File: src/design/qor_realign_defs.svh
`ifndef QOR_REALIGN_DEFS_SVH
`define QOR_REALIGN_DEFS_SVH
// ==========================================
// Register byte offsets
`define QOR_OFS_CTRL      8'h00
`define QOR_OFS_DELAY     8'h04
`define QOR_OFS_FLAGS     8'h08
`define QOR_OFS_DIVIDE    8'h0C
`define QOR_OFS_STATUS    8'h10
// ==========================================
// Control field positions and reset values
`define QOR_CTRL_W        8
`define QOR_CTRL_RESET    8'h01
`define QOR_DELAY_RESET   24'h050505
`define QOR_DIVIDE_RESET  24'h040404
`define QOR_FLAGS_RESET   16'h0000
`define QOR_FLAGS_EXEMPT  8
// ==========================================
// Realign timing in distribution cycles
`define QOR_QUAL_EDGES    2
`define QOR_QUAL_DELAY    3
`define QOR_PULSE_CYC     3
`define QOR_FORCE_CYC     5
`define QOR_RISE_CYC      5
`endif

File: src/design/qor_pkg.sv
package qor_pkg;
  // ==========================================
  // Sequencer states
  typedef enum logic [2:0] {
    QOR_IDLE,
    QOR_QUALIFY,
    QOR_LEAD,
    QOR_PULSE,
    QOR_RESTART
  } qor_state_t;

  // ==========================================
  // Control word, bit 0 first from the right
  typedef struct packed {
    logic       group2_powerdown;
    logic [1:0] feedback_select;
    logic       lock_loss_holdover_mask;
    logic       auto_realign;
    logic       realign_polarity_invert;
    logic       output_qualified_realign;
    logic       realign_enable;
  } qor_ctrl_t;
endpackage

File: src/design/qor_realign.sv
// The register offsets and the Wishbone interface to the registers were left to the implementer.
`timescale 1ns/1ps
`include "qor_realign_defs.svh"

// Notes on behaviour
// Coarse delay applies only at realign
// One-shot starts three cycles after qualification
// One-shot lasts exactly three cycles
// One-shot stops and restarts affected outputs
// Host aligns qualifier falling edge via half-step
// Host picks half-step by divide and rate
// Qualify on second qualifier falling edge
// Force non-exempt outputs low five cycles in
// Rise after five plus delay cycles
// Delay word write triggers auto realign
// Host toggles pin or invert bit
// Pin timing irrelevant; edge only is latched
// Exempt groups never interrupted
// Host keeps group two powerdown clear
// Realign enable must be set
// Host enables and points feedback selector
// Qualify with feedback-selected group clock
// Absolute mode keeps qualifier half-step fixed
// Holdover mask blocks lock-loss holdover
// Half-step shifts output half a cycle
// Exempt qualifier keeps its delay unchanged
// Half-step immediate; delay waits realign
// Host holds pin over one cycle
// All counts in distribution clock cycles
// Synchronise realign pin before edge detect
module qor_realign #(
  parameter int GROUPS = 3,
  parameter int DW     = 8
) (
  input  wire logic              CLK_SYS,
  input  wire logic              RST_N,
  input  wire logic              WB_CYC_I,
  input  wire logic              WB_STB_I,
  input  wire logic              WB_WE_I,
  input  wire logic [7:0]        WB_ADR_I,
  input  wire logic [3:0]        WB_SEL_I,
  input  wire logic [31:0]       WB_DAT_I,
  output logic      [31:0]       WB_DAT_O,
  output logic                   WB_ACK_O,
  input  wire logic              REALIGN_PIN,
  input  wire logic              FIRST_LOOP_LOCK,
  output logic      [GROUPS-1:0] GROUP_CLK,
  output logic      [GROUPS-1:0] GROUP_HALF_STEP,
  output logic                   ONE_SHOT,
  output logic                   REALIGN_BUSY,
  output logic                   HOLDOVER
);
  // ==========================================
  // Helpers
  // Byte-lane merge for Wishbone writes
  function automatic logic [31:0] qor_merge(input logic [31:0] old, input logic [31:0] wr, input logic [3:0] sel);
    for (int b = 0; b < 4; b++) begin
      if (sel[b]) begin
        old[b*8 +: 8] = wr[b*8 +: 8];
      end
    end
    return old;
  endfunction

  // Divide value with a floor of two
  function automatic logic [DW-1:0] qor_div(input logic [DW-1:0] d);
    return (d < DW'(2)) ? DW'(2) : d;
  endfunction

  // ==========================================
  // Reset release
  logic rst_meta;                      // First reset stage
  logic rst_n;                         // Released reset

  // Two-stage reset release
  always_ff @(posedge CLK_SYS or negedge RST_N) begin
    if (!RST_N) begin
      rst_meta <= 1'b0;
      rst_n    <= 1'b0;
    end else begin
      rst_meta <= 1'b1;
      rst_n    <= rst_meta;
    end
  end

  // ==========================================
  // Pin synchronisers
  logic [2:0] pin_sync;                // Realign pin stages
  logic [2:0] lock_sync;               // Lock detect stages
  logic       pin_level;               // Filtered realign pin
  logic       lock_level;              // Filtered lock detect
  logic       next_pin_level;
  logic       next_lock_level;

  // Accept a change once stages two and three agree
  always_comb begin
    next_pin_level  = (pin_sync[1] == pin_sync[2]) ? pin_sync[2] : pin_level;
    next_lock_level = (lock_sync[1] == lock_sync[2]) ? lock_sync[2] : lock_level;
  end

  // Shift the pins through three stages
  always_ff @(posedge CLK_SYS or negedge rst_n) begin
    if (!rst_n) begin
      pin_sync   <= 3'h0;
      lock_sync  <= 3'h0;
      pin_level  <= 1'b0;
      lock_level <= 1'b0;
    end else begin
      pin_sync   <= {pin_sync[1:0], REALIGN_PIN};
      lock_sync  <= {lock_sync[1:0], FIRST_LOOP_LOCK};
      pin_level  <= next_pin_level;
      lock_level <= next_lock_level;
    end
  end

  // ==========================================
  // Register file and Wishbone slave
  qor_pkg::qor_ctrl_t          ctrl;          // Control word
  logic [GROUPS*DW-1:0]        delay_cfg;     // Pending coarse delays
  logic [GROUPS*DW-1:0]        divide_cfg;    // Divide values
  logic [15:0]                 flags;         // Half-step and exempt bits
  logic                        auto_req;      // Auto realign pulse
  qor_pkg::qor_ctrl_t          next_ctrl;
  logic [GROUPS*DW-1:0]        next_delay_cfg;
  logic [GROUPS*DW-1:0]        next_divide_cfg;
  logic [15:0]                 next_flags;
  logic                        next_auto_req;
  logic                        next_ack;
  logic [31:0]                 next_dat;
  logic [31:0]                 status;        // Live state view
  logic [31:0]                 mrg;           // Byte-merged write word
  logic                        wr_take;       // Write accepted
  logic                        abs_mode;      // Qualifier is exempt
  logic [1:0]                  fb_idx;        // Qualifier index
  logic                        hold_raw;      // Holdover request
  logic [GROUPS-1:0]           exempt;        // Realign-exempt groups
  logic [GROUPS-1:0]           held;          // Groups awaiting restart
  logic                        pending;       // Latched request
  qor_pkg::qor_state_t         state;         // Sequencer state

  assign exempt   = flags[`QOR_FLAGS_EXEMPT +: GROUPS];
  assign fb_idx   = (int'(ctrl.feedback_select) < GROUPS) ? ctrl.feedback_select : 2'h0;
  assign abs_mode = exempt[fb_idx];
  assign hold_raw = ~lock_level & ~ctrl.lock_loss_holdover_mask;
  assign wr_take  = WB_CYC_I & WB_STB_I & WB_WE_I & ~WB_ACK_O;
  assign status   = {21'h0, 3'(held), 1'b0, 3'(state),
                     lock_level, abs_mode, pending, REALIGN_BUSY};

  // Decode, byte merge, read mux
  always_comb begin
    next_ctrl       = ctrl;
    next_delay_cfg  = delay_cfg;
    next_divide_cfg = divide_cfg;
    next_flags      = flags;
    next_auto_req   = 1'b0;
    next_ack        = WB_CYC_I & WB_STB_I & ~WB_ACK_O;
    next_dat        = 32'h0;
    mrg             = 32'h0;
    if (wr_take) begin
      case (WB_ADR_I)
        `QOR_OFS_CTRL: begin
          mrg       = qor_merge(32'(ctrl), WB_DAT_I, WB_SEL_I);
          next_ctrl = qor_pkg::qor_ctrl_t'(mrg[`QOR_CTRL_W-1:0]);
        end
        `QOR_OFS_DELAY: begin
          mrg            = qor_merge(32'(delay_cfg), WB_DAT_I, WB_SEL_I);
          next_delay_cfg = mrg[GROUPS*DW-1:0];
          next_auto_req  = ctrl.auto_realign & ctrl.realign_enable;
        end
        `QOR_OFS_FLAGS: begin
          mrg        = qor_merge(32'(flags), WB_DAT_I, WB_SEL_I);
          next_flags = mrg[15:0];
        end
        `QOR_OFS_DIVIDE: begin
          mrg             = qor_merge(32'(divide_cfg), WB_DAT_I, WB_SEL_I);
          next_divide_cfg = mrg[GROUPS*DW-1:0];
        end
        default: ;       // Unmapped or read-only: ignored
      endcase
    end
    if (next_ack && !WB_WE_I) begin
      case (WB_ADR_I)
        `QOR_OFS_CTRL:   next_dat = 32'(ctrl);
        `QOR_OFS_DELAY:  next_dat = 32'(delay_cfg);
        `QOR_OFS_FLAGS:  next_dat = 32'(flags);
        `QOR_OFS_DIVIDE: next_dat = 32'(divide_cfg);
        `QOR_OFS_STATUS: next_dat = status;
        default:         next_dat = 32'h0;
      endcase
    end
  end

  // Register file state
  always_ff @(posedge CLK_SYS or negedge rst_n) begin
    if (!rst_n) begin
      ctrl       <= qor_pkg::qor_ctrl_t'(`QOR_CTRL_RESET);
      delay_cfg  <= `QOR_DELAY_RESET;
      divide_cfg <= `QOR_DIVIDE_RESET;
      flags      <= `QOR_FLAGS_RESET;
      auto_req   <= 1'b0;
      WB_ACK_O   <= 1'b0;
      WB_DAT_O   <= 32'h0;
      HOLDOVER   <= 1'b0;
    end else begin
      ctrl       <= next_ctrl;
      delay_cfg  <= next_delay_cfg;
      divide_cfg <= next_divide_cfg;
      flags      <= next_flags;
      auto_req   <= next_auto_req;
      WB_ACK_O   <= next_ack;
      WB_DAT_O   <= next_dat;
      HOLDOVER   <= hold_raw;
    end
  end

  // ==========================================
  // Realign sequencer
  logic [GROUPS-1:0][DW-1:0] active_dly;      // Delays in force
  logic [GROUPS-1:0]         clk_int;         // Raw divider outputs
  logic [GROUPS-1:0]         rel;             // Restart this cycle
  logic [1:0]                edges;           // Qualifier falls seen
  logic [3:0]                cnt;             // Lead and pulse count
  logic [9:0]                post;            // Cycles since pulse end
  logic                      level_prev;      // Previous request level
  logic                      qual_prev;       // Previous qualifier level
  logic                      force_on;        // Outputs forced low
  logic                      level;           // Request level
  logic                      req;             // New request
  qor_pkg::qor_state_t       next_state;
  logic [GROUPS-1:0][DW-1:0] next_active_dly;
  logic [GROUPS-1:0]         next_held;
  logic [1:0]                next_edges;
  logic [3:0]                next_cnt;
  logic [9:0]                next_post;
  logic                      next_pending;

  assign level    = pin_level ^ ctrl.realign_polarity_invert;
  assign req      = ((level & ~level_prev) | auto_req) & ctrl.realign_enable;
  assign force_on = (state == qor_pkg::QOR_RESTART) &&
                    (post >= 10'(`QOR_FORCE_CYC - `QOR_PULSE_CYC - 1));

  // Restart point per group
  always_comb begin
    for (int g = 0; g < GROUPS; g++) begin
      rel[g] = held[g] && (state == qor_pkg::QOR_RESTART) &&
               (post == 10'(active_dly[g]) + 10'(`QOR_RISE_CYC));
    end
  end

  // Next state of the sequencer
  always_comb begin
    next_state      = state;
    next_active_dly = active_dly;
    next_held       = held;
    next_edges      = edges;
    next_cnt        = cnt;
    next_post       = post;
    next_pending    = pending | req;
    case (state)
      qor_pkg::QOR_IDLE: begin
        if (pending) begin
          next_pending = req;
          next_edges   = 2'h0;
          next_cnt     = 4'h0;
          next_state   = ctrl.output_qualified_realign ? qor_pkg::QOR_QUALIFY : qor_pkg::QOR_LEAD;
        end
      end
      qor_pkg::QOR_QUALIFY: begin
        if (qual_prev && !clk_int[fb_idx]) begin
          if (edges == 2'(`QOR_QUAL_EDGES - 1)) begin
            next_state = qor_pkg::QOR_LEAD;
          end else begin
            next_edges = edges + 2'h1;
          end
        end
      end
      qor_pkg::QOR_LEAD: begin
        if (cnt >= 4'(`QOR_QUAL_DELAY - 2)) begin
          next_cnt   = 4'h0;
          next_state = qor_pkg::QOR_PULSE;
        end else begin
          next_cnt = cnt + 4'h1;
        end
      end
      qor_pkg::QOR_PULSE: begin
        if (cnt == 4'(`QOR_PULSE_CYC - 1)) begin
          next_post  = 10'h0;
          next_held  = ~exempt;
          next_state = qor_pkg::QOR_RESTART;
          for (int g = 0; g < GROUPS; g++) begin
            if (!exempt[g]) begin
              next_active_dly[g] = delay_cfg[g*DW +: DW];
            end
          end
        end else begin
          next_cnt = cnt + 4'h1;
        end
      end
      qor_pkg::QOR_RESTART: begin
        next_post = post + 10'h1;
        next_held = held & ~rel;
        if (next_held == '0) begin
          next_state = qor_pkg::QOR_IDLE;
        end
      end
      default: next_state = qor_pkg::QOR_IDLE;
    endcase
  end

  // Sequencer registers
  always_ff @(posedge CLK_SYS or negedge rst_n) begin
    if (!rst_n) begin
      state        <= qor_pkg::QOR_IDLE;
      active_dly   <= `QOR_DELAY_RESET;
      held         <= '0;
      edges        <= 2'h0;
      cnt          <= 4'h0;
      post         <= 10'h0;
      pending      <= 1'b0;
      level_prev   <= 1'b0;
      qual_prev    <= 1'b0;
      ONE_SHOT     <= 1'b0;
      REALIGN_BUSY <= 1'b0;
    end else begin
      state        <= next_state;
      active_dly   <= next_active_dly;
      held         <= next_held;
      edges        <= next_edges;
      cnt          <= next_cnt;
      post         <= next_post;
      pending      <= next_pending;
      level_prev   <= level;
      qual_prev    <= clk_int[fb_idx];
      ONE_SHOT     <= (next_state == qor_pkg::QOR_PULSE);
      REALIGN_BUSY <= (next_state != qor_pkg::QOR_IDLE);
    end
  end

  // ==========================================
  // Output group dividers
  for (genvar g = 0; g < GROUPS; g++) begin : gen_group
    logic [DW-1:0] div_cnt;            // Position in period
    logic [DW-1:0] next_div_cnt;
    logic [DW-1:0] deff;               // Effective divide
    logic          next_clk_int;
    logic          next_clk_o;
    logic          pd;                 // Drivers off

    assign deff = qor_div(divide_cfg[g*DW +: DW]);
    assign pd   = (g == 2) ? ctrl.group2_powerdown : 1'b0;

    // Count the period, restart on release
    always_comb begin
      next_div_cnt = (div_cnt >= deff - DW'(1)) ? DW'(0) : div_cnt + DW'(1);
      if (rel[g]) begin
        next_div_cnt = DW'(0);
      end
      next_clk_int = next_div_cnt < (deff - (deff >> 1));
      next_clk_o   = next_clk_int & ~(held[g] & ~rel[g] & force_on) & ~pd;
    end

    // Divider registers and half-step output
    always_ff @(posedge CLK_SYS or negedge rst_n) begin
      if (!rst_n) begin
        div_cnt            <= DW'(0);
        clk_int[g]         <= 1'b0;
        GROUP_CLK[g]       <= 1'b0;
        GROUP_HALF_STEP[g] <= 1'b0;
      end else begin
        div_cnt            <= next_div_cnt;
        clk_int[g]         <= next_clk_int;
        GROUP_CLK[g]       <= next_clk_o;
        GROUP_HALF_STEP[g] <= flags[g];
      end
    end
  end
endmodule

File: config.mk
export PLATFORM = sky130hd
export DESIGN_NAME = qor_realign
export DESIGN_NICKNAME = d
export VERILOG_FILES = /design/src/design/qor_pkg.sv /design/src/design/qor_realign.sv
export VERILOG_INCLUDE_DIRS = /design/src /design/src/design
export SDC_FILE = /design/constraint.sdc
export NUM_CORES = 1
export LEC_CHECK = 0
export BUFFER_PORTS_ARGS = -buffer_cell sky130_fd_sc_hd__buf_4
export CORE_MARGIN = 2
export CORE_UTILIZATION = 24
export CTS_CLUSTER_DIAMETER = 30
export DETAILED_ROUTE_END_ITERATION = 10
export GPL_ROUTABILITY_DRIVEN = 0
export PLACE_DENSITY = 0.44
export REMOVE_ABC_BUFFERS = 1
export SETUP_SLACK_MARGIN = 0.2
export SLEW_MARGIN = 20
export SYNTH_ARGS = -nofsm -noshare
export SYNTH_HDL_FRONTEND = slang
export SYNTH_SLANG_ARGS = --single-unit
File: constraint.sdc
create_clock -name CLK_SYS -period 6.55 [get_ports CLK_SYS]
set_input_delay 0.9825 -clock CLK_SYS [delete_from_list [all_inputs] [get_ports CLK_SYS]]
set_output_delay 0.9825 -clock CLK_SYS [all_outputs]
set_load 0.02 [all_outputs]
==> results.txt, run 1 <==
Worst Tran Pin Value = 953.5 ps
proportion of power drawn by the clock network = 0.316
total power density per cell area = 259.7 nW/µm²
number of flip-flops and latches in the synthesized netlist = 193
post-DR vias/cell = 4.607
Gate power share = 0.264
Post-CTS Hold Fix Bufs = 0
Final Skew = 18.39 ps
vias in the first global route = 8284
non-filler cells, final = 1769
cell at the root of the clock tree = clkbuf_16
Startpoint Class = flip-flop
endpoint kind of the worst setup timing path = flip-flop
most instantiated flip-flop cell in the synthesis netlist = dfrtp_1
sequential share of power = 0.420
Die Area = 50280 µm²
TritonCTS clock tree = done
global-route total usage across every layer = 0.1281
proportion of layout cells with a drive suffix above 1 = 0.2253
total power after layout = 3467 µW
hold violation total from the final report = 0
count of antenna diodes in the layout = 0
Initial DRT Pass Iterations = 5
Iteration-0 DRC Markers = 344
share of async-settable or async-resettable flops after synthesis = 1.000
Required @ worst endpoint = 6960 ps
instance count of the mapped netlist = 1090
Internal Pwr Total = 2252 µW
summed negative setup slack over all endpoints = 0 ps
data arrival time of the worst path = 5510 ps
total setup violations reported at the end of the flow = 0
wire length of the first global-routing pass = 48600 µm
Yosys warning count = 0
clock input transition at the sequential cells of the worst setup and hold paths = 70 ps
total I/O pin count = 93
RSZ-0062 raised after global routing = false
std cell rows = 80
leading cell types by total area after synthesis = dfrtp_1, ha_1, mux2_2
part of the Yosys area used for sequential elements = 0.4166
level count of the clock H-tree = 4
register cell area after layout = 4853 µm²
global-route congestion overflow total = 0
Max Slew Vio Count = 0
area share of the largest cell type after synthesis = 0.3805
TritonCTS sink count = 193
Final Cycle Share = 0.7790
die outline height = 224.2 µm
DP HPWL = 23600 µm
Peak supply drop = 0.0001913 V
number of enable-type register cells in the synthesized netlist = 0
Initial Utilization = 0.2433
count of input and output buffers = 75
routed len/inst = 17.51 µm
Core ar. = 47850 µm²
type of the tightest min-delay check = input port to asynchronous set/reset pin
leading post-synthesis cells by instance count = dfrtp_1, ha_1, mux2_2
drc violations = 0
post-synthesis average cell area = 10.68 µm²
startpoint of the most critical register-to-register path = divide_cfg[22]$_DFFE_PN0P_
leak pwr = 0.006046 µW
post-route minimum period = 5102 ps
total placed cells including tap cells = 1737
area taken by multi-input logic gates = 6324 µm²
number of buffers created by CTS = 17
Skew-Pair Late Insertion Delay = 490 ps
Syn-to-layout area delta = 14.68%
critical path fanouts, max = 7
setup repair bufs after CTS = 0
post-synthesis cell area = 11640 µm²
largest net degree at the start of global routing = 67
MaxCap Viol Count = 0
top achievable clock speed = 196.0 MHz
final net count = 1302
result of the run = finished clean
number of routed nets with antenna violations = 0
library cell with the highest instance count after synthesis = dfrtp_1
most area-hungry cell type in the Yosys netlist = dfrtp_1
switching share of total power = 0.3503
WS Path Type = flip-flop to flip-flop
vias after detailed routing = 8150
Clock Tree Buf Depth = 2
number of library cell types mapped by synthesis = 78
CTS resizes = 0
initial antenna violation count = 0
switching component of the power = 1214 µW
Slew headroom = 0.3554
total of fill cells in the finished design = 5119
Routed Wire Length = 30970 µm
horizontal extent of the die = 224.2 µm
launch point of the critical path = divide_cfg[22]$_DFFE_PN0P_
-- path summary, 6_finish.rpt --
check                                              end  slack [ps]  cells past startpoint
worst max-delay path            GROUP_CLK[2]$_DFF_PN0_        1450                     23
worst min-delay path                   rst_n$_DFF_PN0_         260                      1
worst max register to register  GROUP_CLK[2]$_DFF_PN0_        1450                     23
worst min register to register   pin_sync[1]$_DFF_PN0_         350                      0
max in group asynchronous         flags[8]$_DFFE_PN0P_        4670                      1
min in group CLK_SYS             pin_sync[1]$_DFF_PN0_         350                      0
-- worst max-delay path, cell delays in order (launching register included) --
cell,delay [ps]
dfrtp_1,440
inv_1,80
ha_1,130
nor4b_1,240
nand3_1,240
nand2b_1,190
inv_1,110
ha_1,190
nand3_1,70
nand2_1,90
a21boi_0,340
nand2_1,120
xnor2_1,140
ha_1,190
a211oi_1,200
nand2_1,100
a211oi_1,300
nor3_1,70
or2_1,320
nor2_1,210
ha_1,280
a2111oi_0,590
o211ai_1,210
a21oi_1,180
-- state kept, by name (all words and copies together), names as in the netlist, 2 cells and up --
| name | count |
|---|---|
| GROUP_CLK | 3 |
| GROUP_HALF_STEP | 3 |
| WB_DAT_O | 24 |
| active_dly | 24 |
| clk_int | 3 |
| cnt | 4 |
| ctrl | 7 |
| delay_cfg | 24 |
| divide_cfg | 24 |
| edges | 2 |
| flags | 16 |
| gen_group.div_cnt | 24 |
| held | 3 |
| lock_sync | 3 |
| pin_sync | 3 |
| post | 10 |
| state | 3 |
-- final cells by class --
class                   count  share of cell area
multi-input cells         792              0.4737
clock buffers              19             0.03393
inverters                  58             0.01631
flip-flops and latches    193              0.3636
well taps                 615             0.05764
repair buffers             79             0.04443
clock inverters            13             0.01040
-- cells by family (layout without fill, tap and decap cells) --
kind of cell               after synthesis  after routing  share of synthesized area
AOI/OAI and AO/OA                      186            186                     0.1151
xor gates and xnor gates                85             85                    0.06396
adders and majority gates              112            112                     0.1219
buffers and inverters                  112            169                    0.04257
DFF                                    193            193                     0.4166
muxes                                  124            124                     0.1190
other                                    2              9                  0.0006452
and+or+nand+nor                        276            276                     0.1202
-- metrics by stage --
| step | utilization | cell area, µm² | setup WS [ps] | hold slack, ps |
|---|---|---|---|---|
| floorplan | - | 11390 | 801.6 | 331.2 |
| global placement | 0.2666 | 12750 | 1486 | 334.0 |
| detailed placement | 0.2666 | 12760 | 1489 | 336.3 |
| CTS | 0.2790 | 13350 | 1408 | 221.4 |
| global route | 0.2790 | 13350 | 930.5 | 221.4 |
| finish | 0.2790 | 13350 | 1448 | 263.2 |
-- power groups by stage --
| stage | clock network [µW] | logic, µW | registers (µW) |
|---|---|---|---|
| after global placement | 0 | 914 | 1480 |
| after detailed placement | 0 | 928 | 1480 |
| after CTS | 1140 | 934 | 1460 |
| final | 1090 | 914 | 1460 |
| after floorplan | 0 | 647 | 1440 |
| after global routing | 1180 | 1040 | 1480 |
-- layer usage --
layer	share of wire	up-vias	GRT usage
met4	0.012	0	0.03482
met5	0	-	0
li1	-	3943	-
met2	0.48	113	0.2087
met1	0.48	4072	0.1690
met3	0.036	22	0.03201
-- cell usage in the layout, fill, tap and decap left out, drive strengths merged, types with 6 or more instances in the layout --
cell type / Yosys / layout
dfrtp: 177 / 177
ha: 107 / 107
mux2: 105 / 105
nor2: 81 / 81
buf: 28 / 79
inv: 58 / 66
nand2: 59 / 59
xnor2: 57 / 57
nand3: 48 / 48
o21ai: 38 / 38
a21oi: 32 / 32
xor2: 28 / 28
clkbuf: 26 / 19
mux2i: 18 / 18
a21o: 17 / 17
dfstp: 16 / 16
nand4: 13 / 13
nor3: 13 / 13
nand2b: 12 / 12
o31ai: 12 / 12
and3: 10 / 10
o21bai: 9 / 9
a22o: 9 / 9
conb: 2 / 9
a211oi: 8 / 8
nor2b: 8 / 8
o211ai: 8 / 8
a22oi: 7 / 7
a222oi: 7 / 7
a21boi: 6 / 6
nor4: 6 / 6
Note: power is estimated with default switching activity, not from simulation.
==> inputs of run 2 (changes only) <==
clock period = 5.1 ns   (was 6.55 ns; I/O delays follow)
==> results.txt, run 2 (synthesis gave the netlist of run 1 again) <==
Startpoint Class = flip-flop
post-detailed-placement cell area = 12840 µm² (+0.63%)
summed negative setup slack over all endpoints = 0 ps (unchanged)
total power density per cell area = 337.7 nW/µm² (+30%)
Iteration-0 DRC Markers = 394 (+15%)
global-route congestion overflow total = 0 (unchanged)
TritonCTS clock tree = done
vias after detailed routing = 8162 (+0.15%)
Final Skew = 15.43 ps (-2.964 ps)
final net count = 1314 (+0.92%)
std cell rows = 80 (unchanged)
Syn-to-layout area delta = 16.03%
number of buffers created by CTS = 17 (unchanged)
Internal Pwr Total = 2993 µW (+33%)
total placed cells including tap cells = 1746 (+0.52%)
highest-count cells in the layout ignoring fill and taps = dfrtp_1, ha_1, mux2_2
flop-to-flop setup slack = 510 ps (-930 ps)
vias in the first global route = 8287 (+0.036%)
DP HPWL = 23780 µm (+0.76%)
setup slack after layout = 514.1 ps (-933.4 ps)
switching share of total power = 0.3437 (-0.006615)
routed len/inst = 17.67 µm (+0.95%)
leak pwr = 0.006128 µW (+1.3%)
cell at the root of the clock tree = clkbuf_16
data arrival time of the worst path = 5010 ps (-500 ps)
endpoint kind of the worst setup timing path = flip-flop
top achievable clock speed = 218.1 MHz (+11%)
Final Cycle Share = 0.8992 (+0.1202)
Register-to-Register Path Depth = 23 (unchanged)
critical path fanouts, max = 5 (-2)
startpoint of the most critical register-to-register path = divide_cfg[14]$_DFFE_PN0P_
TritonCTS sink count = 193 (unchanged)
horizontal extent of the die = 224.2 µm (unchanged)
sequential share of power = 0.405 (-0.015)
Max Slew Vio Count = 0 (unchanged)
Gate power share = 0.279 (+0.015)
count of antenna diodes in the layout = 0 (unchanged)
Initial Utilization = 0.2433 (unchanged)
post-route minimum period = 4586 ps (-516.6 ps)
most common cell after layout, fill and taps aside = dfrtp_1
drc violations = 0 (unchanged)
Initial DRT Pass Iterations = 4 (-1)
end of the worst register-to-register path = clk_int[1]$_DFF_PN0_
WS Path Type = flip-flop to flip-flop
Design Area, Final = 13510 µm² (+1.2%)
initial antenna violation count = 0 (unchanged)
Skew-Pair Late Insertion Delay = 490 ps (about the same)
Core ar. = 47850 µm² (unchanged)
largest net degree at the start of global routing = 89 (+33%)
number of routed nets with antenna violations = 0 (unchanged)
clock input transition at the sequential cells of the worst setup and hold paths = 80 ps (about the same)
level count of the clock H-tree = 4 (unchanged)
count of input and output buffers = 75 (unchanged)
total of fill cells in the finished design = 5034 (-1.7%)
Clock Tree Buf Depth = 2 (unchanged)
post-DR vias/cell = 4.583 (-0.53%)
launch point of the critical path = divide_cfg[14]$_DFFE_PN0P_
Routed Wire Length = 31470 µm (+1.6%)
non-filler cells, final = 1781 (+0.68%)
proportion of layout cells with a drive suffix above 1 = 0.2401 (+0.01483)
Required @ worst endpoint = 5530 ps (-1430 ps)
total I/O pin count = 93 (unchanged)
MaxCap Viol Count = 0 (unchanged)
switching component of the power = 1567 µW (+29%)
total setup violations reported at the end of the flow = 0 (unchanged)
Post-CTS Hold Fix Bufs = 0 (unchanged)
type of the tightest min-delay check = input port to asynchronous set/reset pin
Die Area = 50280 µm² (unchanged)
hold violation total from the final report = 0 (unchanged)
die outline height = 224.2 µm (unchanged)
Peak supply drop = 0.0002508 V (+31%)
RSZ-0062 raised after global routing = true
Slew headroom = 0.3614 (+0.006025)
total power after layout = 4560 µW (+32%)
Worst Tran Pin Value = 950.6 ps (-2.918 ps)
global-route total usage across every layer = 0.1298 (+0.001737)
pre-CTS setup slack = 302.6 ps (-1186 ps)
proportion of power drawn by the clock network = 0.315 (about the same)
wire length of the first global-routing pass = 49400 µm (+1.6%)
result of the run = finished clean
run 2: cell count changes in the layout (fill, tap and decap cells not counted), sizes merged:
cell and change:
inv -2, bufinv +1, clkinvlp -1, clkinv +2
buf +12
run 2: how the worst max path moves through the flow:
stage                                         to  slack, ps
after floorplan           GROUP_CLK[0]$_DFF_PN0_       -650
after global placement    GROUP_CLK[2]$_DFF_PN0_        320
after detailed placement  GROUP_CLK[2]$_DFF_PN0_        300
after CTS                 GROUP_CLK[2]$_DFF_PN0_        250
after global routing      GROUP_CLK[2]$_DFF_PN0_        140
final                       clk_int[1]$_DFF_PN0_        510
run 2: area by class of cell:
type	count	area, µm²	share of cell area
Clock buffer	19	442.9	0.03280
Clock inverter	13	166.4	0.01232
Inverter	58	217.7	0.01612
Multi-Input combinational cell	792	6360	0.4709
Sequential cell	193	4853	0.3594
Tap cell	615	769.5	0.05698
Timing Repair Buffer	91	695.7	0.05151
run 2: per-stage QoR:
stage                     hold slack, ps    util
after floorplan                    331.2       -
after global placement             321.7  0.2683
after detailed placement           329.9  0.2683
after CTS                          6.063  0.2810
after global routing               23.78  0.2823
final                              54.78  0.2823
run 2: metal layers:
metal / wire length, µm / global-route usage / vias to the layer above
li1: - / - / 3990
met1: 15150 / 0.1745 / 4044
met2: 15010 / 0.2104 / 105
met3: 879 / 0.02312 / 23
met4: 434 / 0.04443 / 0
met5: 0 / 0 / -
run 2: power groups by stage:
stage / combinational (µW) / clock (µW) / sequential (µW)
global route: 1440 / 1540 / 1870
global placement: 1230 / 0 / 1880
floorplan: 831 / 0 / 1850
CTS: 1250 / 1500 / 1850
finish: 1270 / 1440 / 1850
detailed placement: 1250 / 0 / 1880
run 2: what timing repair did:
action	CTS	global route
resized for setup	0	14
endpoints found under the hold margin	0	0
buffers inserted	0	3
setup endpoints to repair	0	6
run 2: critical path: stages (launching register included):
cell and delay [ps]:
dfrtp_1 420, inv_1 120, ha_1 180, nor4b_1 230, nand3_1 130, nand2b_1 150
inv_1 120, ha_1 200, nand3_1 60, nand2_1 130, a21boi_2 200, xnor2_1 150
ha_1 280, a21o_1 160, a21o_1 160, a21oi_1 160, o211ai_2 150, nor2_1 180
ha_1 270, a22o_1 250, o31ai_1 280, o21ai_2 130, a211oi_1 250, buf_4 150
==> inputs of run 3 (changes only) <==
RECOVER_POWER = 50   (was default)
==> results.txt, run 3 (synthesis gave the netlist of run 1 again) <==
post-route minimum period = 4586 ps (+0.6300 ps)
initial antenna violation count = 0 (unchanged)
Die Area = 50280 µm² (unchanged)
MaxCap Viol Count = 3 (+3)
level count of the clock H-tree = 4 (unchanged)
Routed Wire Length = 31460 µm (about the same)
drc violations = 0 (unchanged)
vias after detailed routing = 8144 (-0.22%)
cell at the root of the clock tree = clkbuf_16
number of buffers created by CTS = 17 (unchanged)
Design Area, Final = 13360 µm² (-1.1%)
post-detailed-placement cell area = 12840 µm² (unchanged)
type of the tightest min-delay check = input port to asynchronous set/reset pin
Final Skew = 15.93 ps (+0.5036 ps)
global-route congestion overflow total = 0 (unchanged)
Clock Tree Buf Depth = 2 (unchanged)
data arrival time of the worst path = 5020 ps (about the same)
count of input and output buffers = 75 (unchanged)
total of fill cells in the finished design = 5053 (+0.38%)
routed len/inst = 17.66 µm (about the same)
Post-CTS Hold Fix Bufs = 0 (unchanged)
DP HPWL = 23780 µm (unchanged)
count of antenna diodes in the layout = 0 (unchanged)
horizontal extent of the die = 224.2 µm (unchanged)
proportion of layout cells with a drive suffix above 1 = 0.2101 (-0.03002)
WS Path Type = flip-flop to flip-flop
Initial Utilization = 0.2433 (unchanged)
failing checks = max-capacitance violations, max-slew violations
vias in the first global route = 8287 (unchanged)
Peak supply drop = 0.0002507 V (about the same)
std cell rows = 80 (unchanged)
most common cell after layout, fill and taps aside = dfrtp_1
wire length of the first global-routing pass = 49400 µm (unchanged)
TritonCTS clock tree = done
endpoint kind of the worst setup timing path = flip-flop
Syn-to-layout area delta = 14.75%
Slew headroom = -0.5503 (-0.9117)
total setup violations reported at the end of the flow = 0 (unchanged)
register cell area after layout = 4850 µm² (about the same)
highest-count cells in the layout ignoring fill and taps = dfrtp_1, ha_1, mux2_2
Initial DRT Pass Iterations = 5 (+1)
area taken by multi-input logic gates = 6360 µm² (unchanged)
total I/O pin count = 93 (unchanged)
post-DR vias/cell = 4.573 (-0.22%)
total power after layout = 4548 µW (-0.27%)
RSZ-0062 raised after global routing = true
leak pwr = 0.005981 µW (-2.4%)
Startpoint Class = flip-flop
total power density per cell area = 340.5 nW/µm² (+0.84%)
top achievable clock speed = 218.0 MHz (about the same)
critical path fanouts, max = 5 (unchanged)
Max Slew Vio Count = 196 (+196)
final net count = 1314 (unchanged)
result of the run = complete, but fails checks
largest net degree at the start of global routing = 89 (unchanged)
TritonCTS sink count = 193 (unchanged)
Core ar. = 47850 µm² (unchanged)
die outline height = 224.2 µm (unchanged)
Skew-Pair Late Insertion Delay = 490 ps (about the same)
number of routed nets with antenna violations = 0 (unchanged)
summed negative setup slack over all endpoints = 0 ps (unchanged)
clock input transition at the sequential cells of the worst setup and hold paths = 80 ps (about the same)
Iteration-0 DRC Markers = 392 (-0.51%)
Required @ worst endpoint = 5530 ps (about the same)
Hold Worst Slack = 59.92 ps (+5.132 ps)
global-route total usage across every layer = 0.1298 (unchanged)
Worst Tran Pin Value = 2325 ps (+1375 ps)
Final Util = 0.2792 (-0.003112)
Final Cycle Share = 0.8993 (about the same)
hold violation total from the final report = 0 (unchanged)
run 3: where the power goes:
| part | total (µW) | switching [µW] | internal [µW] |
|---|---|---|---|
| clock | 1440 | 685 | 753 |
| sequential | 1850 | 179 | 1670 |
| combinational | 1260 | 703 | 559 |
| total | 4550 | 1570 | 2980 |
run 3: final timing paths:
| check | startpoint | end | slack (ps) | cells after the start |
|---|---|---|---|---|
| min in group CLK_SYS | pin_sync[0]$_DFF_PN0_ | pin_sync[1]$_DFF_PN0_ | 360 | 0 |
| min | RST_N | rst_n$_DFF_PN0_ | 60 | 1 |
| min reg2reg | pin_sync[0]$_DFF_PN0_ | pin_sync[1]$_DFF_PN0_ | 360 | 0 |
| max | divide_cfg[14]$_DFFE_PN0P_ | clk_int[1]$_DFF_PN0_ | 510 | 23 |
| max reg2reg | divide_cfg[14]$_DFFE_PN0P_ | clk_int[1]$_DFF_PN0_ | 510 | 23 |
| max in group asynchronous | rst_n$_DFF_PN0_ | gen_group[1].div_cnt[6]$_DFF_PN0_ | 1450 | 1 |
run 3: metrics by stage:
step                setup WS [ps]  instances
floorplan                  -648.4       1043
global placement            322.0       1746
detailed placement          302.6       1746
CTS                         248.2       1778
global route                137.0       1781
finish                      513.5       1781
run 3: critical path, stage by stage, from the launching register on:
cell and delay (ps):
dfrtp_1 420, inv_1 120, ha_1 180, nor4b_1 230, nand3_1 130, nand2b_1 150, inv_1 120, ha_1 200
nand3_1 60, nand2_1 130, a21boi_2 200, xnor2_1 150, ha_1 280, a21o_1 160, a21o_1 160, a21oi_1 160
o211ai_2 150, nor2_1 180, ha_1 270, a22o_1 250, o31ai_1 280, o21ai_2 130, a211oi_1 250, buf_4 150
run 3: metal layers:
| layer | global-route usage | vias up | part of all wire |
|---|---|---|---|
| li1 | - | 3995 | - |
| met1 | 0.1745 | 4020 | 0.48 |
| met2 | 0.2104 | 106 | 0.48 |
| met3 | 0.02312 | 23 | 0.028 |
| met4 | 0.04443 | 0 | 0.013 |
| met5 | 0 | - | 0 |
run 3: timing repair:
item,CTS,global route
buffers inserted,0,3
setup endpoints to repair,0,6
gates resized for setup,0,14
hold endpoints to repair,0,0
run 3: layout make-up:
| cell class | count | share of cell area |
|---|---|---|
| Clock buffer | 19 | 0.03316 |
| Clock inverter | 13 | 0.01246 |
| Inverter | 58 | 0.01630 |
| Multi-Input combinational cell | 792 | 0.4762 |
| Sequential cell | 193 | 0.3631 |
| Tap cell | 615 | 0.05761 |
| Timing Repair Buffer | 91 | 0.04122 |
